## config.mk

```make
export PLATFORM = sky130hd
export DESIGN_NAME = csc_top
export DESIGN_NICKNAME = d
export VERILOG_FILES = /design/src/rtl/csc_pkg.sv /design/src/rtl/csc_top.sv
export VERILOG_INCLUDE_DIRS = /design/src /design/src/rtl
export SDC_FILE = /design/constraint.sdc
export NUM_CORES = 1
export LEC_CHECK = 0
export ABC_CLOCK_PERIOD_IN_PS = 3900
export BUFFER_PORTS_ARGS = -buffer_cell sky130_fd_sc_hd__buf_2
export CORE_MARGIN = 2
export CORE_UTILIZATION = 60
export CTS_CLUSTER_SIZE = 30
export DETAILED_ROUTE_END_ITERATION = 10
export PLACE_DENSITY = 0.82
export SLEW_MARGIN = 20
export SYNTH_ARGS = -nofsm -noshare
export SYNTH_HDL_FRONTEND = slang
export SYNTH_SLANG_ARGS = --single-unit
```

## constraint.sdc

```tcl
create_clock -name CLK_I -period 3.9 [get_ports CLK_I]
set_input_delay 0.39 -clock CLK_I [delete_from_list [all_inputs] [get_ports CLK_I]]
set_output_delay 0.39 -clock CLK_I [all_outputs]
set_load 0.01 [all_outputs]
```

## src/rtl/csc_cfg.svh

```systemverilog
// Summary of operation
// - Busy bit floats data output; transfer ends busy
// - Field 00: interrupt 8th rise, no wait hold
// - Field 10: interrupt 8th rise, hold low
// - Field 11: interrupt 9th rise, hold low
// - Wait release ends wait, reads back zero
// - Idle clock low, or released by level bit
// - Mask bit drops address bit 0 from compare
// - Cause bit adds stop detection to interrupt
// - Pin-level bit mirrors clock pin, zero disabled
// - Disabled: no shifting, plain register, port pins
// - Source field picks pin, timer or prescaler
// - Mode bit 2 picks MSB or LSB first in 3-wire mode
// - Bit order reversed at bus, not shifting
// - Shift on falling edge, sample on rising
// - Eight bits done (nine with field 11): stop; flag set unless wake-up bit is on and address does not match
// - Triggers set/clear latch, self-clear, clear disabled
// - Write starts transfer only when ready and enabled
// - 2-wire uses clock plus one chosen data pin
`ifndef CSC_CFG_SVH
`define CSC_CFG_SVH
`define CSC_ADDR_MODE 16'hff60
`define CSC_ADDR_BUSCTL 16'hff61
`define CSC_ADDR_SHIFT 16'hff62
`define CSC_ADDR_TIMING 16'hff63
`define CSC_ADDR_SLAVE 16'hff65
`define CSC_RST_REG 8'h00
`define CSC_ALL_ONES 8'hff
`define CSC_ADDR_MASK_ON 8'hfe
`define CSC_BITS_PER_BYTE 4'd8
`define CSC_BITS_WITH_ACK 4'd9
`define CSC_MODE_ENABLE 7
`define CSC_MODE_MATCH 6
`define CSC_MODE_WAKEUP 5
`define CSC_MODE_SEL_HI 4
`define CSC_MODE_SEL_MID 3
`define CSC_MODE_FIRST_PIN 2
`define CSC_MODE_SRC_HI 1
`define CSC_MODE_SRC_LO 0
`define CSC_BC_BUSY 7
`define CSC_BC_ACK_DET 6
`define CSC_BC_ACK_EN 5
`define CSC_BC_ACK_TRIG 4
`define CSC_BC_START_DET 3
`define CSC_BC_STOP_DET 2
`define CSC_BC_CMD_TRIG 1
`define CSC_BC_REL_TRIG 0
`define CSC_TM_PIN_LEVEL 6
`define CSC_TM_CAUSE 5
`define CSC_TM_ADDR_MASK 4
`define CSC_TM_CLK_LEVEL 3
`define CSC_TM_WAIT_REL 2
`endif

```

## src/rtl/csc_pkg.sv

```systemverilog
package csc_pkg;
   typedef enum logic [1:0] {
      CSC_WAIT_NONE = 2'b00,
      CSC_WAIT_BAD = 2'b01,
      CSC_WAIT_EIGHT = 2'b10,
      CSC_WAIT_NINE = 2'b11
   } csc_wait_e;
   typedef struct packed {
      logic wr;
      logic rd;
      logic [15:0] addr;
      logic [7:0] wdata;
   } csc_bus_s;
   typedef struct packed {
      logic o;
      logic oe;
   } csc_pin_s;
endpackage

```

## src/rtl/csc_top.sv

```systemverilog
`timescale 1ns/1ps
`include "csc_cfg.svh"

module csc_fifo #(
   parameter int W = 8,
   parameter int D = 4
) (
   input wire logic clk_i, // Clock
   input wire logic rst_i, // Async reset
   input wire logic ce_i, // Clock enable
   input wire logic in_valid_i, // Push request
   output logic in_ready_o, // Not full
   input wire logic [W-1:0] in_data_i, // Push data
   output logic out_valid_o, // Not empty
   input wire logic out_ready_i, // Pop request
   output logic [W-1:0] out_data_o // Head word
);
   localparam int AW = (D > 1) ? $clog2(D) : 1;
   logic [W-1:0] mem [D];
   logic [AW-1:0] wp_q;
   logic [AW-1:0] rp_q;
   logic [AW:0] cnt_q;
   logic push;
   logic pop;

   assign in_ready_o = (cnt_q != (AW+1)'(D));
   assign out_valid_o = (cnt_q != '0);
   assign push = in_valid_i & in_ready_o;
   assign pop = out_valid_o & out_ready_i;
   assign out_data_o = mem[rp_q];

   always_ff @(posedge clk_i) begin
      if (ce_i && push) begin
         mem[wp_q] <= in_data_i;
      end
   end

   always_ff @(posedge clk_i or posedge rst_i) begin
      if (rst_i) begin
         wp_q <= '0;
         rp_q <= '0;
         cnt_q <= '0;
      end else if (ce_i) begin
         if (push) begin
            wp_q <= (wp_q == AW'(D - 1)) ? '0 : wp_q + 1'b1;
         end
         if (pop) begin
            rp_q <= (rp_q == AW'(D - 1)) ? '0 : rp_q + 1'b1;
         end
         cnt_q <= cnt_q + (AW+1)'(push) - (AW+1)'(pop);
      end
   end
endmodule

module csc_top
   import csc_pkg::*;
#(
   parameter int FIFO_DEPTH = 4
) (
   input wire logic CLK_I, // 125 MHz clock
   input wire logic SYS_RST_I, // Async reset, active high
   input wire logic CE_I, // Freezes all state when low
   input wire csc_bus_s BUS_I, // Internal register access
   output logic [7:0] BUS_RDATA_O, // Read data, one cycle after rd
   input wire logic TMR2_TICK_I, // Timer two half-period tick
   input wire logic PRESC_TICK_I, // Prescaler half-period tick
   input wire logic CLK_PORT_LATCH_I, // Clock port latch, idle level
   input wire logic SCK_I, // Serial clock pin level
   output csc_pin_s SCK_O, // Serial clock pin drive
   input wire logic SI_I, // Input pin / bus pin zero level
   output csc_pin_s SI_O, // Bus pin zero drive
   input wire logic SO_I, // Output pin / bus pin one level
   output csc_pin_s SO_O, // Output pin / bus pin one drive
   output logic IRQ_FLAG_O, // Channel interrupt request flag
   input wire logic IRQ_ACK_I, // Clears the request flag
   output logic RX_VALID_O, // Received byte available
   input wire logic RX_READY_I, // Received byte taken
   output logic [7:0] RX_DATA_O // Received byte
);
   logic [7:0] mode_q;
   logic [7:0] sva_q;
   logic bsy_bit_q, busy_mode_q, ack_en_q, ack_hold_q;
   logic ack_det_q, start_det_q, stop_det_q;
   logic cause_q, mask_q, clc_q;
   logic [1:0] wait_fld_q;
   logic [7:0] sr_q;
   logic so_q;
   logic xfer_q, sck_int_q, wait_q, sck_prev_q, sda_prev_q, irq_q;
   logic [3:0] cnt_q;
   logic [7:0] rdata_q;
   logic en, three_wire, two_wire, lsb_first, ext_clk, tick, sda_in;
   logic fall, rise, last_rise, done, start, match, fifo_ready;
   logic wr_mode, wr_bc, wr_sr, wr_tm, wr_sva, drive_low, auto_ack;
   logic [3:0] last_cnt;
   logic [7:0] wdata_ord, sr_ord, rd_val, sr_fin, rx_byte;

   function automatic logic [7:0] rev8(input logic [7:0] v);
      logic [7:0] r;
      r = '0;
      for (int i = 0; i < 8; i++) begin
         r[i] = v[7-i];
      end
      return r;
   endfunction

   assign en = mode_q[`CSC_MODE_ENABLE];
   assign three_wire = ~mode_q[`CSC_MODE_SEL_HI];
   assign two_wire = mode_q[`CSC_MODE_SEL_HI] & mode_q[`CSC_MODE_SEL_MID];
   assign lsb_first = three_wire & mode_q[`CSC_MODE_FIRST_PIN];
   assign ext_clk = ~mode_q[`CSC_MODE_SRC_HI];
   assign tick = mode_q[`CSC_MODE_SRC_LO] ? PRESC_TICK_I : TMR2_TICK_I;
   assign sda_in = (three_wire | mode_q[`CSC_MODE_FIRST_PIN]) ? SI_I : SO_I;

   assign wr_mode = BUS_I.wr && (BUS_I.addr == `CSC_ADDR_MODE);
   assign wr_bc = BUS_I.wr && (BUS_I.addr == `CSC_ADDR_BUSCTL);
   assign wr_sr = BUS_I.wr && (BUS_I.addr == `CSC_ADDR_SHIFT);
   assign wr_tm = BUS_I.wr && (BUS_I.addr == `CSC_ADDR_TIMING);
   assign wr_sva = BUS_I.wr && (BUS_I.addr == `CSC_ADDR_SLAVE);

   // reverse order at the bus only
   assign wdata_ord = lsb_first ? rev8(BUS_I.wdata) : BUS_I.wdata;
   assign sr_ord = lsb_first ? rev8(sr_q) : sr_q;
   // Last bit lands on the same edge as the push
   assign sr_fin = {sr_q[6:0], sda_in};
   assign rx_byte = lsb_first ? rev8(sr_fin) : sr_fin;

   // edges from pin or internal clock
   assign fall = xfer_q & (ext_clk ? (sck_prev_q & ~SCK_I) : (tick & sck_int_q));
   assign rise = xfer_q & (ext_clk ? (~sck_prev_q & SCK_I) : (tick & ~sck_int_q));
   assign last_cnt = (wait_fld_q == CSC_WAIT_NINE) ? `CSC_BITS_WITH_ACK : `CSC_BITS_PER_BYTE;
   assign last_rise = rise & (cnt_q == last_cnt - 4'd1);
   assign done = last_rise;
   // start only when enabled and idle
   assign start = wr_sr & en & ~xfer_q & ~wait_q & (~ext_clk | SCK_I) & fifo_ready;
   assign match = en & (((sr_q ^ sva_q) & (mask_q ? `CSC_ADDR_MASK_ON : `CSC_ALL_ONES)) == '0);
   assign auto_ack = ack_en_q & xfer_q & (cnt_q == `CSC_BITS_PER_BYTE);
   // busy mode floats the data output
   assign drive_low = (~so_q & ~busy_mode_q) | ack_hold_q | auto_ack;

   always_ff @(posedge CLK_I or posedge SYS_RST_I) begin
      if (SYS_RST_I) begin
         mode_q <= `CSC_RST_REG;
         sva_q <= `CSC_RST_REG;
      end else if (CE_I) begin
         if (wr_mode) begin
            mode_q <= BUS_I.wdata & ~(8'h01 << `CSC_MODE_MATCH);
         end
         if (wr_sva) begin
            sva_q <= BUS_I.wdata;
         end
      end
   end

   always_ff @(posedge CLK_I or posedge SYS_RST_I) begin
      if (SYS_RST_I) begin
         bsy_bit_q <= 1'b0;
         ack_en_q <= 1'b0;
         cause_q <= 1'b0;
         mask_q <= 1'b0;
         clc_q <= 1'b0;
         wait_fld_q <= CSC_WAIT_NONE;
      end else if (CE_I) begin
         if (wr_bc) begin
            bsy_bit_q <= BUS_I.wdata[`CSC_BC_BUSY];
            ack_en_q <= BUS_I.wdata[`CSC_BC_ACK_EN];
         end
         if (wr_tm) begin
            cause_q <= BUS_I.wdata[`CSC_TM_CAUSE];
            mask_q <= BUS_I.wdata[`CSC_TM_ADDR_MASK];
            clc_q <= BUS_I.wdata[`CSC_TM_CLK_LEVEL];
            wait_fld_q <= BUS_I.wdata[1:0];
         end
      end
   end

   always_ff @(posedge CLK_I or posedge SYS_RST_I) begin
      if (SYS_RST_I) begin
         busy_mode_q <= 1'b0;
      end else if (CE_I) begin
         if (wr_bc) begin
            busy_mode_q <= BUS_I.wdata[`CSC_BC_BUSY];
         end else if (start || (done && mode_q[`CSC_MODE_WAKEUP] && match)) begin
            busy_mode_q <= 1'b0;
         end
      end
   end

   always_ff @(posedge CLK_I or posedge SYS_RST_I) begin
      if (SYS_RST_I) begin
         xfer_q <= 1'b0;
         cnt_q <= '0;
         sck_int_q <= 1'b1;
         sck_prev_q <= 1'b1;
      end else if (CE_I) begin
         sck_prev_q <= SCK_I;
         if (!en) begin
            xfer_q <= 1'b0;
            sck_int_q <= 1'b1;
         end else if (start) begin
            xfer_q <= 1'b1;
            cnt_q <= '0;
            sck_int_q <= 1'b1;
         end else if (xfer_q) begin
            if (!ext_clk && tick) begin
               sck_int_q <= ~sck_int_q;
            end
            if (rise) begin
               cnt_q <= cnt_q + 4'd1;
            end
            if (done) begin
               xfer_q <= 1'b0;
            end
         end
      end
   end

   // sample on rise, plain register when idle
   always_ff @(posedge CLK_I or posedge SYS_RST_I) begin
      if (SYS_RST_I) begin
         sr_q <= `CSC_RST_REG;
      end else if (CE_I) begin
         if (wr_sr && !xfer_q) begin
            sr_q <= wdata_ord;
         end else if (rise && cnt_q < `CSC_BITS_PER_BYTE) begin
            sr_q <= {sr_q[6:0], sda_in};
         end
      end
   end

   // latch forced by triggers, shifted on fall
   always_ff @(posedge CLK_I or posedge SYS_RST_I) begin
      if (SYS_RST_I) begin
         so_q <= 1'b1;
      end else if (CE_I) begin
         if (wr_bc && en && BUS_I.wdata[`CSC_BC_REL_TRIG]) begin
            so_q <= 1'b1;
         end else if (wr_bc && en && BUS_I.wdata[`CSC_BC_CMD_TRIG]) begin
            so_q <= 1'b0;
         end else if (fall && cnt_q < `CSC_BITS_PER_BYTE) begin
            so_q <= sr_q[7];
         end
      end
   end

   // software acknowledge held to next fall
   always_ff @(posedge CLK_I or posedge SYS_RST_I) begin
      if (SYS_RST_I) begin
         ack_hold_q <= 1'b0;
         ack_det_q <= 1'b0;
      end else if (CE_I) begin
         if (!en || start || fall) begin
            ack_hold_q <= 1'b0;
         end else if (wr_bc && BUS_I.wdata[`CSC_BC_ACK_TRIG]) begin
            ack_hold_q <= 1'b1;
         end
         if (!en || start) begin
            ack_det_q <= 1'b0;
         end else if (rise && cnt_q == `CSC_BITS_PER_BYTE && !sda_in) begin
            ack_det_q <= 1'b1;
         end
      end
   end

   // stop detection as an extra cause
   always_ff @(posedge CLK_I or posedge SYS_RST_I) begin
      if (SYS_RST_I) begin
         sda_prev_q <= 1'b1;
         start_det_q <= 1'b0;
         stop_det_q <= 1'b0;
      end else if (CE_I) begin
         sda_prev_q <= sda_in;
         if (!en || !two_wire) begin
            start_det_q <= 1'b0;
            stop_det_q <= 1'b0;
         end else if (SCK_I && sck_prev_q && sda_prev_q && !sda_in) begin
            start_det_q <= 1'b1;
            stop_det_q <= 1'b0;
         end else if (SCK_I && sck_prev_q && !sda_prev_q && sda_in) begin
            stop_det_q <= 1'b1;
            start_det_q <= 1'b0;
         end
      end
   end

   always_ff @(posedge CLK_I or posedge SYS_RST_I) begin
      if (SYS_RST_I) begin
         wait_q <= 1'b0;
      end else if (CE_I) begin
         if (done && wait_fld_q[1]) begin
            wait_q <= 1'b1;
         end else if (!en || (wr_tm && BUS_I.wdata[`CSC_TM_WAIT_REL])) begin
            wait_q <= 1'b0;
         end
      end
   end

   // interrupt at last rising edge, set beats clear
   always_ff @(posedge CLK_I or posedge SYS_RST_I) begin
      if (SYS_RST_I) begin
         irq_q <= 1'b0;
      end else if (CE_I) begin
         if ((done && (!mode_q[`CSC_MODE_WAKEUP] || match)) ||
             (cause_q && two_wire && SCK_I && sck_prev_q && !sda_prev_q && sda_in)) begin
            irq_q <= 1'b1;
         end else if (IRQ_ACK_I) begin
            irq_q <= 1'b0;
         end
      end
   end

   // A shift register write starts no transfer while the receive buffer is full
   csc_fifo #(
      .W(8),
      .D(FIFO_DEPTH)
   ) u_rx_fifo (
      .clk_i(CLK_I),
      .rst_i(SYS_RST_I),
      .ce_i(CE_I),
      .in_valid_i(done),
      .in_ready_o(fifo_ready),
      .in_data_i(rx_byte),
      .out_valid_o(RX_VALID_O),
      .out_ready_i(RX_READY_I),
      .out_data_o(RX_DATA_O)
   );

   // triggers and release read as zero
   always_comb begin
      rd_val = '0;
      if (BUS_I.addr == `CSC_ADDR_MODE) begin
         rd_val = mode_q | ({7'b0, match} << `CSC_MODE_MATCH);
      end else if (BUS_I.addr == `CSC_ADDR_BUSCTL) begin
         rd_val = {bsy_bit_q, ack_det_q, ack_en_q, 1'b0, start_det_q, stop_det_q, 2'b00};
      end else if (BUS_I.addr == `CSC_ADDR_SHIFT) begin
         rd_val = sr_ord;
      end else if (BUS_I.addr == `CSC_ADDR_TIMING) begin
         rd_val = {1'b0, en & SCK_I, cause_q, mask_q, clc_q, 1'b0, wait_fld_q};
      end else if (BUS_I.addr == `CSC_ADDR_SLAVE) begin
         rd_val = sva_q;
      end
   end

   always_ff @(posedge CLK_I or posedge SYS_RST_I) begin
      if (SYS_RST_I) begin
         rdata_q <= '0;
      end else if (CE_I && BUS_I.rd) begin
         rdata_q <= rd_val;
      end
   end

   assign BUS_RDATA_O = rdata_q;
   assign IRQ_FLAG_O = irq_q;

   // pins given back to ports when disabled
   always_comb begin
      SCK_O = '{o: 1'b0, oe: 1'b0};
      SI_O = '{o: 1'b0, oe: 1'b0};
      SO_O = '{o: 1'b0, oe: 1'b0};
      if (en && three_wire) begin
         SCK_O.o = xfer_q ? sck_int_q : CLK_PORT_LATCH_I;
         SCK_O.oe = ~ext_clk;
         SO_O.o = so_q;
         SO_O.oe = 1'b1;
      end else if (en && two_wire) begin
         SCK_O.oe = (~ext_clk & xfer_q & ~sck_int_q) | wait_q | (~xfer_q & ~clc_q);
         if (mode_q[`CSC_MODE_FIRST_PIN]) begin
            SI_O.oe = drive_low;
         end else begin
            SO_O.oe = drive_low;
         end
      end
   end
endmodule

```

== Yosys cells after proc, flatten, opt, wreduce, memory -nomap -nowiden ==
Memories as Yosys holds them, arrays and structs flattened.
Index checks and enable logic that the tools add are counted.

* Memories: 1
* Bits in registers: 61
* RAM bits: 32
* Output and inout port bits: 24
* Input port bits: 37
* Word-level logic and storage cells: 225

{| class="wikitable"
|+ Memory list
! name !! words !! bits a word !! rd ports !! clocked after Yosys merged registers in !! wr ports !! RTL line !! source
|-
| u_rx_fifo.mem || 4 || 8 || 1 || 0 || 1 || csc_top.sv:19 || <nowiki>logic [W-1:0] mem [D];</nowiki>
|}

* Bitwise logic cells: 42
* Equality and inequality tests: 13
* $add $sub $neg: 6
* Multiplexer cells: 61
* Reduce and logical (&&, ||, !) cells: 75
* Order comparisons: 1

{| class="wikitable"
|+ Operators by type and width
! cell !! count
|-
| 16-bit equality test, second input constant || 5
|-
| 8-bit 2-to-1 mux || 10
|-
| 1-bit 2-to-1 mux || 46
|-
| 1-bit logical AND || 34
|-
| 2-bit AND reduction || 14
|-
| 1-bit bitwise AND || 24
|-
| 2-bit nonzero test || 8
|-
| 4-bit 2-to-1 mux || 3
|-
| 1-bit inverter || 9
|-
| 3-bit nonzero test || 3
|-
| 8-bit bitwise AND || 1
|-
| 8-bit logical NOT || 1
|-
| 8-bit by 7-bit OR with 8-bit output || 1
|-
| 8-bit bitwise XOR || 1
|-
| 1-bit logical OR || 7
|-
| 2-bit equality test, second input constant || 3
|-
| 1-bit logical NOT || 6
|-
| 3-bit by 1-bit inequality test with 1-bit output, second input constant || 2
|-
| 1-bit OR || 6
|-
| 2-bit by 1-bit adder with 2-bit output, second input constant || 2
|-
| 4-bit by 1-bit adder with 4-bit output, second input constant || 1
|-
| 4-bit equality test || 1
|-
| 4-bit equality test, second input constant || 1
|-
| 4-bit < comparator, second input constant || 1
|-
| 7 further kinds || 8
|}

== Depth between registers and ports, before layout ==
* Depth in word-level cells: 11
* Depth in mapped cells: 10
* Mapped depth without buffers: 9

== Cells and area by module ==
From an unflattened synthesis, not the netlist that was laid out.

* Cells, all modules: 461
* Area, all modules: 5,112.4 sq um

{| class="wikitable"
|+ Modules (own cells, without submodules)
! module !! sequential area each (sq um) !! times used !! cells an instance !! area each (sq um)
|-
| csc_top || 1,356.3 || 1 || 377 || 3,484.6
|-
| csc_fifo || 1,136.1 || 1 || 84 || 1,627.8
|}

== Worst setup path before layout ==
Ideal clock, no wire load.

* Path kind: register -> register
* Start point: reg mode_q[0]
* End point: reg u_rx_fifo.cnt_q[2]
* Buffers on the path: 0
* Setup time: 123 ps
* Data required time: 3,777 ps
* Data arrival time: 2,305 ps
* Clock period less this slack: 2,428 ps
* Stages on the path, launching flop included: 10
* Path slack: 1,472 ps
* Cells stage by stage: dfrtp_1 mux2_2 a32o_1 and2_1 and3b_1 ha_1 fa_1 xnor2_1 nand2_1 xnor2_1

* Cells in the longest elaborated chain, start to end: 8

{| class="wikitable"
|+ Ends and longest elaborated chain
! element !! RTL line !! source
|-
| from (decl) || csc_top.sv:80 || <nowiki>logic [7:0] mode_q;</nowiki>
|-
| from (signal assigned) || csc_top.sv:142 || <nowiki>mode_q <= `CSC_RST_REG;</nowiki>
|-
| from (signal assigned) || csc_top.sv:146 || <nowiki>mode_q <= BUS_I.wdata & ~(8'h01 << `CSC_MODE_MATCH);</nowiki>
|-
| 1-bit 2-to-1 mux || csc_top.sv:111 || <nowiki>assign tick = mode_q[`CSC_MODE_SRC_LO] ? PRESC_TICK_I : TMR2_TICK_I;</nowiki>
|-
| 1-bit bitwise AND || csc_top.sv:129 || <nowiki>assign rise = xfer_q & (ext_clk ? (~sck_prev_q & SCK_I) : (tick & ~sck_int_q));</nowiki>
|-
| 1-bit 2-to-1 mux || csc_top.sv:129 ||
|-
| 1-bit bitwise AND || csc_top.sv:129 ||
|-
| 1-bit bitwise AND || csc_top.sv:131 || <nowiki>assign last_rise = rise & (cnt_q == last_cnt - 4'd1);</nowiki>
|-
| 1-bit bitwise AND || csc_top.sv:28 || <nowiki>assign push = in_valid_i & in_ready_o;</nowiki>
|-
| 3-bit by 1-bit adder with 3-bit output || csc_top.sv:50 || <nowiki>cnt_q <= cnt_q + (AW+1)'(push) - (AW+1)'(pop);</nowiki>
|-
| 3-bit by 1-bit subtractor with 3-bit output || csc_top.sv:50 ||
|-
| to (signal assigned) || csc_top.sv:50 ||
|-
| to (decl) || csc_top.sv:22 || <nowiki>logic [AW:0] cnt_q;</nowiki>
|}

Every way passes these cells.
A chain may end at the register's enable or synchronous reset.

== Worst setup path in the final report ==
Ends and elaborated chain as after synthesis.

==> impl_metrics.tcl <==
set metrics [dict create \
    ir_worst_vdd_uv 203 \
    dpl.hpwl_um 9100 \
    grt_antenna_before_repair 0 \
    cts-root-buf "clkbuf_8" \
    cp_max_fo 5 \
    numClockSinks 93 \
    p_clk_frac 0.309 \
    num_io_pins 61 \
    cts_resized 0 \
    vias_per_cell 6.40 \
    final_max_slew_viol_count 0 \
    cts.clk_slew.worst_paths_ns 0.10 \
    critPathRequiredTime_ns 4.17 \
    track_usage 0.284 \
    ys_ff_latch 93 \
    overflow 0 \
    fmax_ghz 0.382 \
    slew_headroom 0.425 \
    dr_total_vias 3992 \
    finish.utilization 0.685 \
    syn_inst 464 \
    dieArea_um2 9310 \
    cts_tree "yes" \
    r2r-end "u_rx_fifo.cnt_q[2]" \
    die_y_um 96.5 \
    synth_area_um2 5130 \
    rr_startpoint "mode_q[0]" \
    hold_path.class "in -> async" \
    holdWs_ns 0.165 \
    io_buffer_count 59 \
    hold_violations 0 \
    wire_per_inst_um 19.6 \
    critPathLaunch "mode_q[0]" \
    placed_cell_area_um2 5470 \
    p_per_area_nw_per_um2 357 \
    combinationalPowerShare 0.145 \
    cts_buffers 9 \
    seqPwrFrac 0.545 \
    gp_congestion 0.954 \
    placedCellCount 608 \
    dieWidth_um 96.5 \
    drv_cap 0 \
    drive_above_1_share 0.277 \
    wirelength_um 12200 \
    p_leak_nw 2.52 \
    synth_cell_type_count 64 \
    nets 561 \
    finalSetupViolations 0 \
    antenna_cells 0 \
    worst-slew-pin-transition_ns 0.838 \
    syn_to_final_growth_pct 10.2 \
    r2r_setup_slack_ns 1.28 \
    synth-async-reset-ratio 0.656 \
    power.internal_mw 1.44 \
    end_kind "flip-flop" \
    period_share 0.672 \
    clk_latency_ns 0.37 \
    outcome "finished clean" \
    postSynthAreaPerCell_um2 11.1 \
    dr.pass1.iters 5 \
    cp-endpoint "u_rx_fifo.cnt_q[2]" \
    start_util 0.621 \
    final_cell_count_no_fill 624 \
    switching_share 0.289 \
    switching_power_uw 584 \
    holdBufCountCts 0 \
    grt_pass1_wl_um 19700 \
    finalClockSkew_ns 0.00813 \
    cp_data_arrival_time_ns 2.88 \
    rows 33 \
    worstSetupPathType "reg -> reg" \
    tns_ns 0 \
    synth_nets 511 \
    rsz0062_at_grt "no" \
    synth_warnings 0 \
    start_kind "flip-flop" \
    drc_errors 0 \
    initialDrtViolationCount 380 \
    h-tree-depth 3 \
    ys_seq_area_frac 0.486 \
    grt_max_degree 41 \
    min_period_ns 2.62 \
    cts_setup_buffers 0 \
    antenna_left 0 \
    grt_pass1_vias 3861 \
    rr_worst_depth 9 \
    clockBufferDepth 2 \
    synth-edff-count 32 \
    coreArea_um2 8260 \
    synth_ff_type "dfrtp_1" \
    finalInstanceArea_um2 5660 \
]
-- final cells by class --
class | instances | area (um2)
flip-flops and latches | 93 | 2490
multi-input cells | 333 | 2470
fillers | 643 | 2600
repair buffers | 61 | 310
well taps | 105 | 131
clock inverters | 7 | 63.8
clock buffers | 9 | 124
inverters | 16 | 60.1
-- state kept, by name, indices dropped and copies added (netlist names), 3 cells and up --
signal and cells:
cnt_q 4, sr_q 8, u_rx_fifo.cnt_q 3, mode_q 7, sva_q 8, BUS_RDATA_O 8
u_rx_fifo.mem 32
-- power groups by stage --
stage / clock network (mW) / registers [mW] / logic (mW)
finish: 0.625 / 1.10 / 0.293
global route: 0.675 / 1.11 / 0.327
CTS: 0.633 / 1.11 / 0.297
detailed placement: 0 / 1.13 / 0.296
global placement: 0 / 1.12 / 0.284
floorplan: 0 / 1.08 / 0.244
-- logic make-up (layout without fill, tap and decap cells) --
family	count (synthesis)	in the layout	share of synthesized area
compound gates	71	71	0.0995
xor+xnor	14	14	0.0239
fa+ha+maj	10	10	0.0258
buf+inv	38	93	0.0324
flops	93	93	0.486
mux	55	55	0.143
other cells	1	1	0.000731
simple gates	182	182	0.189
-- metal layers --
layer  vias to the layer above  share of wire  wire, um  track usage
li1                       1799              -         -            -
met1                      1950           0.42      5140        0.394
met2                       208           0.48      5820        0.453
met3                        35          0.077       940       0.0520
met4                         0          0.026       318       0.0939
met5                         -              0         0            0
-- cells in the final DEF, fill, tap and decap left out, types with 10 or more instances in the layout --
cell type	Yosys	layout
buf_2	4	59
inv_1	16	15
o21ai_0	12	12
nand2_1	70	70
nand3_1	13	13
mux2_2	35	35
edfxtp_1	32	32
nand4_1	12	12
nor2_1	24	24
nand2b_1	10	10
dfrtp_1	57	57
-- synth_stat cells, types with 4 or more instances --
master / instances / area (um2)
nand4_1: 12 / 75.1
edfxtp_1: 32 / 961
a22oi_1: 4 / 30.0
a21o_1: 4 / 30.0
dfstp_2: 4 / 105
and3b_1: 4 / 35.0
dfrtp_1: 57 / 1430
nor2_1: 24 / 90.1
nand2_1: 70 / 263
mux2_2: 35 / 394
mux2_4: 8 / 120
mux4_2: 8 / 180
a21oi_1: 8 / 40.0
clkbuf_1: 10 / 37.5
mux2i_1: 4 / 40.0
buf_1: 5 / 18.8
o21a_1: 4 / 30.0
and3_1: 4 / 25.0
nor3_1: 6 / 30.0
o211ai_1: 6 / 45.0
xnor2_1: 5 / 43.8
xor2_1: 9 / 78.8
o21ai_1: 4 / 20.0
and2_1: 8 / 50.1
ha_1: 9 / 113
nor2b_1: 7 / 43.8
buf_2: 4 / 20.0
o21ai_0: 12 / 60.1
inv_1: 16 / 60.1
nand3_1: 13 / 65.1
nand2b_1: 10 / 62.6
-- worst min path at each step --
stage | slack (ns) | from | cells after the start | endpoint
2_1_floorplan | 0.45 | u_rx_fifo.cnt_q[2] | 1 | u_rx_fifo.cnt_q[2]
3_3_place_gp | 0.47 | u_rx_fifo.cnt_q[2] | 1 | u_rx_fifo.cnt_q[2]
3_5_place_dp | 0.48 | u_rx_fifo.cnt_q[2] | 1 | u_rx_fifo.cnt_q[2]
4_1_cts | 0.20 | SYS_RST_I | 2 | u_rx_fifo.cnt_q[1]
5_1_grt | 0.26 | SYS_RST_I | 2 | u_rx_fifo.cnt_q[1]
6_report | 0.17 | SYS_RST_I | 2 | u_rx_fifo.cnt_q[1]
-- per-stage QoR --
step | worst slack [ns] | power, mW
2_1_floorplan | 1.47 | 1.32
3_3_place_gp | 1.28 | 1.41
3_5_place_dp | 1.26 | 1.42
4_1_cts | 1.28 | 2.03
5_1_grt | 1.18 | 2.11
6_report | 1.28 | 2.02
-- worst max-delay path: stages, from the launching register on --
cell,delay (ns)
dfrtp_1,0.39
mux2_2,0.37
a32o_1,0.32
and2_1,0.24
and3b_1,0.22
ha_1,0.20
fa_1,0.41
xnor2_1,0.16
nand2_1,0.08
xnor2_1,0.15
Power figures use the tool's default switching activity.
